===== config.mk =====
export PLATFORM = sky130hd
export DESIGN_NAME = scan_test_port
export DESIGN_NICKNAME = d
export VERILOG_FILES = /design/src/hw/scan_test_port.v
export VERILOG_INCLUDE_DIRS = /design/src /design/src/common
export SDC_FILE = /design/constraint.sdc
export NUM_CORES = 1
export LEC_CHECK = 0
export BUFFER_PORTS_ARGS = -buffer_cell sky130_fd_sc_hd__buf_4
export CAP_MARGIN = 5
export CORE_AREA = 2 2 108 110
export CTS_CLUSTER_SIZE = 16
export DETAILED_ROUTE_END_ITERATION = 8
export DIE_AREA = 0 0 110 112
export GPL_TIMING_DRIVEN = 0
export HOLD_SLACK_MARGIN = 0.02
export PLACE_DENSITY = 0.78
export SYNTH_ARGS = -nofsm -noshare
export SYNTH_HDL_FRONTEND = slang
export SYNTH_SLANG_ARGS = --single-unit

===== constraint.sdc =====
create_clock -name clk -period 2.52 [get_ports clk]
set_input_delay 0.504 -clock clk [delete_from_list [all_inputs] [get_ports clk]]
set_output_delay 0.504 -clock clk [all_outputs]
set_load 0.01 [all_outputs]

===== src/common/scan_test_defs.vh =====
`ifndef SCAN_TEST_DEFS_VH
`define SCAN_TEST_DEFS_VH
// TAP state codes
`define TAP_RESET      4'h0
`define TAP_IDLE       4'h1
`define TAP_SEL_DR     4'h2
`define TAP_CAP_DR     4'h3
`define TAP_SHIFT_DR   4'h4
`define TAP_EXIT1_DR   4'h5
`define TAP_PAUSE_DR   4'h6
`define TAP_EXIT2_DR   4'h7
`define TAP_UPD_DR     4'h8
`define TAP_SEL_IR     4'h9
`define TAP_CAP_IR     4'ha
`define TAP_SHIFT_IR   4'hb
`define TAP_EXIT1_IR   4'hc
`define TAP_PAUSE_IR   4'hd
`define TAP_EXIT2_IR   4'he
`define TAP_UPD_IR     4'hf
// Instruction values
`define IR_CAPTURE     8'h81
`define IR_RESET       8'hff
`define OP_EXTEST      8'h00
`define OP_SAMPLE      8'h82
`define OP_INTEST      8'h03
`define OP_HIGHZ       8'h06
`define OP_CLAMP       8'h87
`define OP_BOUNDARY_RUN_TEST        8'h09
`define OP_READN       8'h0a
`define OP_READT       8'h8b
`define OP_SELFCHK     8'h0c
`define OP_TOGGLE      8'h8d
`define OP_CTLN        8'h8e
`define OP_CTLT        8'h0f
// Selected data register
`define SEL_BYPASS     2'h0
`define SEL_PINS       2'h1
`define SEL_CTL        2'h2
// Chain resets and field positions
`define PIN_RESET      36'h000000000
`define CTL_RESET      11'h002
`define PIN_BEN        35
`define PIN_AEN        34
`define PIN_FLOW       33
`define PIN_OEN        32
`define PIN_BIN_LO     24
`define PIN_BOUT_LO    16
`define PIN_AIN_LO     8
`define PIN_AOUT_LO    0
`define CTL_MASK_LO    3
`endif


===== src/hw/scan_test_port.v =====
// Operation
// - Shift-IR puts IR on TDO; TDO enables on first falling edge, showing IR bit 0.
// - IR shifts each rising edge in Shift-IR, including the exiting edge, not entry.
// - Exit2-IR returns to Shift-IR without recapture; TDO floats after Exit1-IR.
// - Pause-IR does nothing and holds the partial IR contents.
// - Update-IR falling edge loads shadow instruction and mode.
// - Test registers are shift stage plus shadow; capture, shift, update.
// - IR is eight bits; bit 7 is even parity supplied by controller.
// - Capture-IR loads 10000001.
// - Reset forces active instruction to 11111111, bypass.
// - Pin-cell chain is 36 bits, resets to zero.
// - Enable cells capture not oe_n and flow, or not flow.
// - Pin chain order TDI, bits 35 to 0, TDO, with fixed field map.
// - Control chain is 11 bits, unchanged at Capture-DR, resets to 00000000010.
// - Control chain scans bit 10 to 0; exclusion bits 10-3, operation 2-0.
// - Bypass is one stage without shadow, captures zero.
// - EXTEST and INTEST select pin chain in test mode.
// - SAMPLE/PRELOAD selects pin chain in normal mode.
// - HIGHZ selects bypass, modified test; CLAMP selects bypass, test.
// - boundary_run_test and output_toggle_test select bypass in test mode.
// - Read-normal, read-testmode, self-check select pin chain; normal, test, normal.
// - Control scan opcodes select control chain; normal and test respectively.
// - Unlisted and unassigned opcodes execute bypass in normal mode.
// - Capture on TCK rising edges, change outputs on TCK falling edges.
// - Capture-IR load happens on the rising edge leaving Capture-IR.
`timescale 1ns/100ps
`default_nettype none
`include "scan_test_defs.vh"
module scan_test_port (
  input  wire        clk,
  input  wire        rst,
  input  wire        tck,
  input  wire        tms,
  input  wire        tdi,
  output reg         tdo,
  output reg         tdoOe_n,
  input  wire        output_enable_n,
  input  wire        flow_select,
  input  wire [7:0]  a_port_lines,
  input  wire [7:0]  b_port_lines,
  input  wire [7:0]  coreAOut,
  input  wire [7:0]  coreBOut,
  output reg  [7:0]  activeInstruction,
  output reg  [1:0]  selectedChain,
  output reg         testMode,
  output reg         modifiedTestMode,
  output reg  [35:0] pinShadow,
  output reg  [10:0] ctlShadow,
  output reg  [3:0]  tapState
);

  // Instruction decode: selected chain, test mode, modified test mode
  function [3:0] decode;
    input [7:0] op;
    begin
      case (op)
        `OP_EXTEST, `OP_INTEST: decode = {`SEL_PINS, 2'b10};
        `OP_SAMPLE:             decode = {`SEL_PINS, 2'b00};
        `OP_HIGHZ:              decode = {`SEL_BYPASS, 2'b11};
        `OP_CLAMP:              decode = {`SEL_BYPASS, 2'b10};
        `OP_BOUNDARY_RUN_TEST, `OP_TOGGLE:   decode = {`SEL_BYPASS, 2'b10};
        `OP_READN, `OP_SELFCHK: decode = {`SEL_PINS, 2'b00};
        `OP_READT:              decode = {`SEL_PINS, 2'b10};
        `OP_CTLN:               decode = {`SEL_CTL, 2'b00};
        `OP_CTLT:               decode = {`SEL_CTL, 2'b10};
        default:                decode = {`SEL_BYPASS, 2'b00};
      endcase
    end
  endfunction

  // Pin inputs pass two flops; tck edges are found from the synchronised copy
  reg [1:0] tckSync;
  reg [1:0] tmsSync;
  reg [1:0] tdiSync;
  reg       tckLast;
  always @(posedge clk) begin
    tckSync <= {tckSync[0], tck};
    tmsSync <= {tmsSync[0], tms};
    tdiSync <= {tdiSync[0], tdi};
    tckLast <= tckSync[1];
  end
  wire tckRise = tckSync[1] & ~tckLast;
  wire tckFall = ~tckSync[1] & tckLast;
  wire tmsS    = tmsSync[1];
  wire tdiS    = tdiSync[1];

  reg [3:0]  next_tapState;
  reg [7:0]  irShift;
  reg [35:0] pinShift;
  reg [10:0] ctlShift;
  reg        bypassBit;

  always @* begin
    case (tapState)
      `TAP_RESET:    next_tapState = tmsS ? `TAP_RESET : `TAP_IDLE;
      `TAP_IDLE:     next_tapState = tmsS ? `TAP_SEL_DR : `TAP_IDLE;
      `TAP_SEL_DR:   next_tapState = tmsS ? `TAP_SEL_IR : `TAP_CAP_DR;
      `TAP_CAP_DR:   next_tapState = tmsS ? `TAP_EXIT1_DR : `TAP_SHIFT_DR;
      `TAP_SHIFT_DR: next_tapState = tmsS ? `TAP_EXIT1_DR : `TAP_SHIFT_DR;
      `TAP_EXIT1_DR: next_tapState = tmsS ? `TAP_UPD_DR : `TAP_PAUSE_DR;
      `TAP_PAUSE_DR: next_tapState = tmsS ? `TAP_EXIT2_DR : `TAP_PAUSE_DR;
      `TAP_EXIT2_DR: next_tapState = tmsS ? `TAP_UPD_DR : `TAP_SHIFT_DR;
      `TAP_UPD_DR:   next_tapState = tmsS ? `TAP_SEL_DR : `TAP_IDLE;
      `TAP_SEL_IR:   next_tapState = tmsS ? `TAP_RESET : `TAP_CAP_IR;
      `TAP_CAP_IR:   next_tapState = tmsS ? `TAP_EXIT1_IR : `TAP_SHIFT_IR;
      `TAP_SHIFT_IR: next_tapState = tmsS ? `TAP_EXIT1_IR : `TAP_SHIFT_IR;
      `TAP_EXIT1_IR: next_tapState = tmsS ? `TAP_UPD_IR : `TAP_PAUSE_IR;
      `TAP_PAUSE_IR: next_tapState = tmsS ? `TAP_EXIT2_IR : `TAP_PAUSE_IR;
      `TAP_EXIT2_IR: next_tapState = tmsS ? `TAP_UPD_IR : `TAP_SHIFT_IR;
      default:       next_tapState = tmsS ? `TAP_SEL_DR : `TAP_IDLE;
    endcase
  end

  // Capture value of the pin chain, per field
  wire [35:0] pinCapture = {
    ~output_enable_n & flow_select,
    ~output_enable_n & ~flow_select,
    flow_select, output_enable_n,
    b_port_lines, coreBOut, a_port_lines, coreAOut};

  wire isReadOp = (activeInstruction == `OP_READN) | (activeInstruction == `OP_READT);
  wire isSelfChk = activeInstruction == `OP_SELFCHK;

  // Rising-edge work: state advance, capture and shift
  always @(posedge clk) begin
    if (rst) begin
      tapState  <= `TAP_RESET;
      irShift   <= `IR_RESET;
      pinShift  <= `PIN_RESET;
      ctlShift  <= `CTL_RESET;
      bypassBit <= 1'b0;
    end else if (tckRise) begin
      tapState <= next_tapState;
      case (tapState)
        `TAP_RESET: begin
          irShift  <= `IR_RESET;
          pinShift <= `PIN_RESET;
          ctlShift <= `CTL_RESET;
        end
        `TAP_CAP_IR:   irShift <= `IR_CAPTURE;
        `TAP_SHIFT_IR: irShift <= {tdiS, irShift[7:1]};
        `TAP_CAP_DR: begin
          bypassBit <= 1'b0;
          if (selectedChain == `SEL_PINS) begin
            // Read opcodes keep the chain so signatures can be inspected
            if (isSelfChk)
              pinShift <= ~pinShadow;
            else if (!isReadOp)
              pinShift <= pinCapture;
          end
          // Control chain keeps its value here
        end
        `TAP_SHIFT_DR: begin
          bypassBit <= tdiS;
          if (selectedChain == `SEL_PINS)
            pinShift <= {tdiS, pinShift[35:1]};
          else if (selectedChain == `SEL_CTL)
            ctlShift <= {tdiS, ctlShift[10:1]};
        end
        default: begin
          // Exit and Pause states hold the partial scan
        end
      endcase
    end
  end

  wire [3:0] dec = decode(irShift);

  // Falling-edge work: update shadows and drive TDO
  always @(posedge clk) begin
    if (rst) begin
      activeInstruction <= `IR_RESET;
      selectedChain     <= `SEL_BYPASS;
      testMode          <= 1'b0;
      modifiedTestMode  <= 1'b0;
      pinShadow         <= `PIN_RESET;
      ctlShadow         <= `CTL_RESET;
      tdo               <= 1'b0;
      tdoOe_n           <= 1'b1;
    end else if (tckFall) begin
      case (tapState)
        `TAP_RESET: begin
          activeInstruction <= `IR_RESET;
          selectedChain     <= `SEL_BYPASS;
          testMode          <= 1'b0;
          modifiedTestMode  <= 1'b0;
          pinShadow         <= `PIN_RESET;
          ctlShadow         <= `CTL_RESET;
        end
        `TAP_UPD_IR: begin
          activeInstruction <= irShift;
          selectedChain     <= dec[3:2];
          testMode          <= dec[1];
          modifiedTestMode  <= dec[0];
        end
        `TAP_UPD_DR: begin
          if (selectedChain == `SEL_PINS)
            pinShadow <= pinShift;
          else if (selectedChain == `SEL_CTL)
            ctlShadow <= ctlShift;
        end
        default: begin
        end
      endcase
      if (tapState == `TAP_SHIFT_IR) begin
        tdo     <= irShift[0];
        tdoOe_n <= 1'b0;
      end else if (tapState == `TAP_SHIFT_DR) begin
        tdoOe_n <= 1'b0;
        if (selectedChain == `SEL_PINS)
          tdo <= pinShift[0];
        else if (selectedChain == `SEL_CTL)
          tdo <= ctlShift[0];
        else
          tdo <= bypassBit;
      end else begin
        tdoOe_n <= 1'b1;
      end
    end
  end

endmodule // scan_test_port
`default_nettype wire


## Word level (Yosys, flattened, before mapping)

Cells that the tools add are included.

| word-level totals | value |
|---|---|
| input port bits | 39 |
| register bits | 128 |

| operators by class | value |
|---|---|
| muxes and demuxes | 39 |
| reduce and logical (&&, ||, !) cells | 22 |
| bitwise gates (word level) | 10 |
| equal/unequal tests | 38 |

Operators with widths:

| kind | count |
|---|---|
| $mux 36 | 5 |
| $pmux 36 s3 | 1 |
| $pmux 36 s2 | 1 |
| $eq 8x4->1 const B | 6 |
| $eq 8x8->1 const B | 6 |
| $mux 11 | 4 |
| $pmux 11 s2 | 2 |
| $pmux 4 s11 | 1 |
| $not 36->36 | 1 |
| $eq 4x4->1 const B | 8 |
| $pmux 4 s6 | 1 |
| $pmux 8 s3 | 1 |
| $eq 4x3->1 const B | 4 |
| $mux 4 | 4 |
| $pmux 8 s2 | 1 |
| $ne 2x2->1 const B | 7 |
| $reduce_bool 2->1 | 5 |
| $mux 1 | 9 |
| $reduce_or 3->1 | 3 |
| $eq 4x2->1 const B | 2 |
| $eq 8x2->1 const B | 1 |
| $eq 8x3->1 const B | 1 |
| $logic_not 8->1 | 1 |
| $reduce_and 2->1 | 4 |
| 16 further kinds | 30 |

## Depth between registers and ports, before layout

| depth | value |
|---|---|
| word-level depth | 6 |
| depth in mapped cells | 7 |

## Least setup slack after synthesis

OpenSTA, ideal clock, no wires.

| timing path | value |
|---|---|
| kind | register to register |
| from | reg activeInstruction[4] |
| to | reg pinShift[0] |
| stages on the path, launching flop included | 8 |
| path buffers | 3 |
| data arrival time | 1.771 ns |
| library setup time | 0.117 ns |
| period minus slack after synthesis | 1.888 ns |
| path slack | 0.632 ns |
| cell sequence | dfxtp_1 > or4b_1 > buf_2 > buf_6 > clkbuf_1 > o211ai_1 > nand3_1 > a22o_1 |

| on the way | value |
|---|---|
| cells in the longest elaborated chain, start to end | 4 |
| elaborated cells between the ends (all ways) | 9 |

RTL lines:

| element | line | text |
|---|---|---|
| start, declared | scan_test_port.v:43 | `output reg [7:0] activeInstruction,` |
| start signal, assigned | scan_test_port.v:172 | `` activeInstruction <= `IR_RESET; `` |
| start signal, assigned | scan_test_port.v:183 | `` activeInstruction <= `IR_RESET; `` |
| start signal, assigned | scan_test_port.v:191 | `activeInstruction <= irShift;` |
| $eq 8x4->1 (no source line) or $eq 8x8->1 (tied branches) | - |  |
| $or 1x1->1 or $mux 36 (tied branches) | scan_test_port.v:121, scan_test_port.v:146 |  |
| $ne 3x3->1 (no source line) or $mux 36 (tied branches) | - |  |
| $reduce_and 5->1 (no source line) or $pmux 36 s3 (tied branches) | - |  |
| end signal, assigned | scan_test_port.v:129 | `` pinShift <= `PIN_RESET; `` |
| end signal, assigned | scan_test_port.v:137 | `` pinShift <= `PIN_RESET; `` |
| end signal, assigned | scan_test_port.v:147 | `pinShift <= ~pinShadow;` |
| end, declared | scan_test_port.v:89 | `reg [35:0] pinShift;` |

Several ways; a longest one is shown, not always the timed one. The select of a mux whose other input is x is not followed.
A chain may end at the register's enable or synchronous reset.

## Final worst setup path

| timing path | value |
|---|---|
| from | reg tapState[2] |
| to | reg pinShift[13] |

| on the way | value |
|---|---|
| cells in the longest elaborated chain, start to end | 3 |
| elaborated cells between the ends (all ways) | 9 |

RTL lines:

| element | line | text |
|---|---|---|
| start, declared | scan_test_port.v:49 | `output reg [3:0] tapState` |
| start signal, assigned | scan_test_port.v:127 | `` tapState <= `TAP_RESET; `` |
| start signal, assigned | scan_test_port.v:133 | `tapState <= next_tapState;` |
| $eq 4x2->1 (tied with other cells) | scan_test_port.v:134 | `case (tapState)` |
| $ne 3x3->1 (no source line) (tied with other cells) | - |  |
| $reduce_and 5->1 (no source line) | - |  |

Several ways; a longest one is shown, not always the timed one.

==> results.txt <==
Least-Margin Pin Slew = 779 ps
Initial antenna violation count = 0
Worst Setup SP = tapState[2]$_SDFFE_PP0P_
Netlist Area Pre-Place = 6060 um^2
Fmax = 420 MHz
Cell repeated most along the worst path = buf_2
Final setup vio count = 0
Top Ports = 104
Htree depth = 4
Max incr delay on CP = 500 ps
Critical path peak fanout = 10
# fillers = 908
Post-Syn Nets = 738
DRT Wirelength = 18,000 um
Max Clock Skew = 5.19 ps
MaxCap Viol Count = 0
Sequential area share after synthesis = 42.3%
Critical path's top delay family = buffers and inverters
First DRT Iteration DRCs = 841
Via density = 6.35
Count of nets after finishing = 861
CP Capture Type = flop
Multi-input logic area = 3090 um^2
Initial core utilization = 54.2%
Worst Path Buf+Inv = 3
PortBufs = 102
Pre-Repair DR Iteration Count = 6
Num CTS Buffers = 17
Pins Over Slew Limit = 0
Outcome = finished, final reports clean
Synth-to-Final Area Change = 26.4%
Arr. time, crit path = 2760 ps
Worst path slowest cell = dfxtp_1
Count leader, synth = dfxtp_1
Worst-case clock buffer depth = 2
Gpl congestion = 0.880
Core area = 11,200 um^2
Post-route setup TNS = 0 ps
TritonCTS Sinks = 128
Mean Syn Cell Area = 8.67 um^2
Global Route Usage Sum = 29.9%
Remaining global-route overflow = 0
CTS tree = built
Max rail drop VDD = 0.000585 V
DRC viols = 0
Critical Path Start Type = flop
CTS Root Cell = clkbuf_16
# hold bufs at CTS = 0
Sequential Area = 2560 um^2
Share of post-route cells with drive strength above 1 = 21.7%
ANT cells = 0
RSZ-0062 raised after global routing = no
Asr flop ratio synth = 0%
Final period utilization = 94.6%
Dominant cell type by area after synthesis = dfxtp_1
Drt wl/cell = 18.4 um
Number of global-route vias before repair = 5,849
Share of the synthesized area in the top cell type = 42.3%
Worst slew margin = 47.4%
Final Hold Fails = 0
Largest net degree at the start of global routing = 17
Antenna Nets Post-Route = 0
Clock latency on the worst-skew pair = 430 ps
R2R Setup Slk = 140 ps
Pleak = 0.00297 uW
Yosys reg bits = 128
Top FF cell, synth = dfxtp_1
Cells after Synth = 699
# rows = 39
Wire length of the first global-routing pass = 29,000 um
Die Y = 112 um
Netlist cell types = 63
Die W = 110 um
Yosys warns = 0
Reg-to-reg startpoint = tapState[2]$_SDFFE_PP0P_
Pwr Density = 647 nW/um^2
Vias = 6,207
Min-delay worst type = in -> reg
Area contributors post-synth = dfxtp_1 42%, a22o_1 5.1%, o211ai_1 4.7%
DP Wirelength = 12,000 um
Clock Pin Slew Worst Setup and Hold Paths = 60 ps
Final worst path period need = 2380 ps
Worst-path cell chain = buf_2, nor4b_1, buf_2, clkbuf_1, nand2_1, nand3_1, a22o_1
CP Class = reg -> reg
Most frequent cells after synthesis = 128 x dfxtp_1, 64 x nand2_1, 54 x nand3_1, 54 x nor2_1, 40 x clkbuf_1
Hold path start = tdi
Die area = 12,300 um^2
Number of synthesized flops with an enable pin = 0
Critical Path RT = 2890 ps
Hold Worst Slack = 176 ps
## worst register-to-register path, stage by stage (launching register included)
cell	delay, ps
dfxtp_1	500
buf_2	290
nor4b_1	440
buf_2	330
clkbuf_1	430
nand2_1	130
nand3_1	90
a22o_1	130
## placed cells by master (no fill, tap or decap), types with 3 or more instances in the layout
| master | netlist | routed |
|---|---|---|
| dfxtp_1 | 128 | 128 |
| buf_4 | 2 | 106 |
| nand2_1 | 64 | 64 |
| nor2_1 | 54 | 54 |
| nand3_1 | 54 | 54 |
| clkbuf_1 | 40 | 41 |
| o211ai_1 | 38 | 38 |
| a22oi_1 | 36 | 36 |
| or4_1 | 35 | 35 |
| a22o_1 | 35 | 35 |
| a21oi_1 | 33 | 33 |
| buf_2 | 24 | 24 |
| nand2b_1 | 20 | 20 |
| clkbuf_16 | 0 | 17 |
| nor3_1 | 11 | 11 |
| o21bai_1 | 10 | 10 |
| buf_6 | 8 | 8 |
| nor2b_1 | 7 | 7 |
| a211oi_1 | 7 | 7 |
| o2bb2ai_1 | 6 | 6 |
| nor4b_1 | 5 | 5 |
| inv_1 | 5 | 5 |
| xnor2_1 | 5 | 5 |
| nand4_1 | 5 | 5 |
| nand3b_1 | 5 | 5 |
| o21ai_0 | 5 | 5 |
| a2111oi_0 | 4 | 4 |
| mux2i_1 | 4 | 4 |
| bufinv_16 | 0 | 4 |
| clkbuf_8 | 0 | 4 |
| clkinv_2 | 0 | 4 |
| buf_1 | 3 | 3 |
| or2_2 | 3 | 3 |
| a21o_1 | 3 | 3 |
## cell type report
cell class	count	area share [%]
sequential	128	33.4
multi-input combinational	489	40.4
inverter	5	0.245
buffer	77	5.05
clock buffer	22	6.32
clock inverter	10	2.04
tap	143	2.34
timing repair buffer	104	10.2
## power breakdown
part,internal [uW],switching (uW),leakage [uW]
Combinational,101,159,0.00162
Sequential,2040,8.68,0.00103
Clock,1750,899,0.000316
## final timing paths
| path | end | cells past startpoint |
|---|---|---|
| min reg2reg | tmsSync[1]$_DFF_P_ | 0 |
| max reg2reg | pinShift[13]$_SDFFE_PP0P_ | 7 |
| max | pinShift[13]$_SDFFE_PP0P_ | 7 |
| min | tdiSync[0]$_DFF_P_ | 1 |
## sequential cells by signal, summed over array words and instances (netlist names), 2 cells and up
signal,cells
tapState,4
pinShift,36
ctlShadow,11
tdiSync,2
selectedChain,2
tckSync,2
activeInstruction,8
tmsSync,2
irShift,8
ctlShift,11
pinShadow,36
## per-layer routing
metal | vias up | routed length (um) | global-route usage, %
met4 | 0 | 442 | 10.9
met5 | - | 0 | 0
met3 | 46 | 1540 | 7.90
li1 | 2858 | - | -
met1 | 2970 | 7530 | 39.8
met2 | 333 | 8460 | 46.3
## what timing repair did
item / in CTS / in global routing
buffers inserted: 0 / 2
gates resized for setup: 0 / 0
endpoints found under the setup margin: 0 / 30
## stage by stage
step,instance area [um^2],worst slack [ps],cells,power [uW],utilization [%]
after global routing,7660,18.6,978,5080,68.6
after global placement,7010,132,944,2330,62.7
after CTS,7650,49.3,976,4960,68.4
after floorplan,6060,632,699,2230,-
after detailed placement,7010,133,944,2340,62.7
final,7660,137,978,4950,68.6
## cells by family after synthesis
logic type	Yosys count	synth area share, %
muxes	5	0.846
buffers and inverters	82	6.69
DFF	128	42.3
and+or+nand+nor	283	25.0
xor gates and xnor gates	5	0.722
AOI/OAI and AO/OA	196	24.5
(Power assumes the default switching activity.)
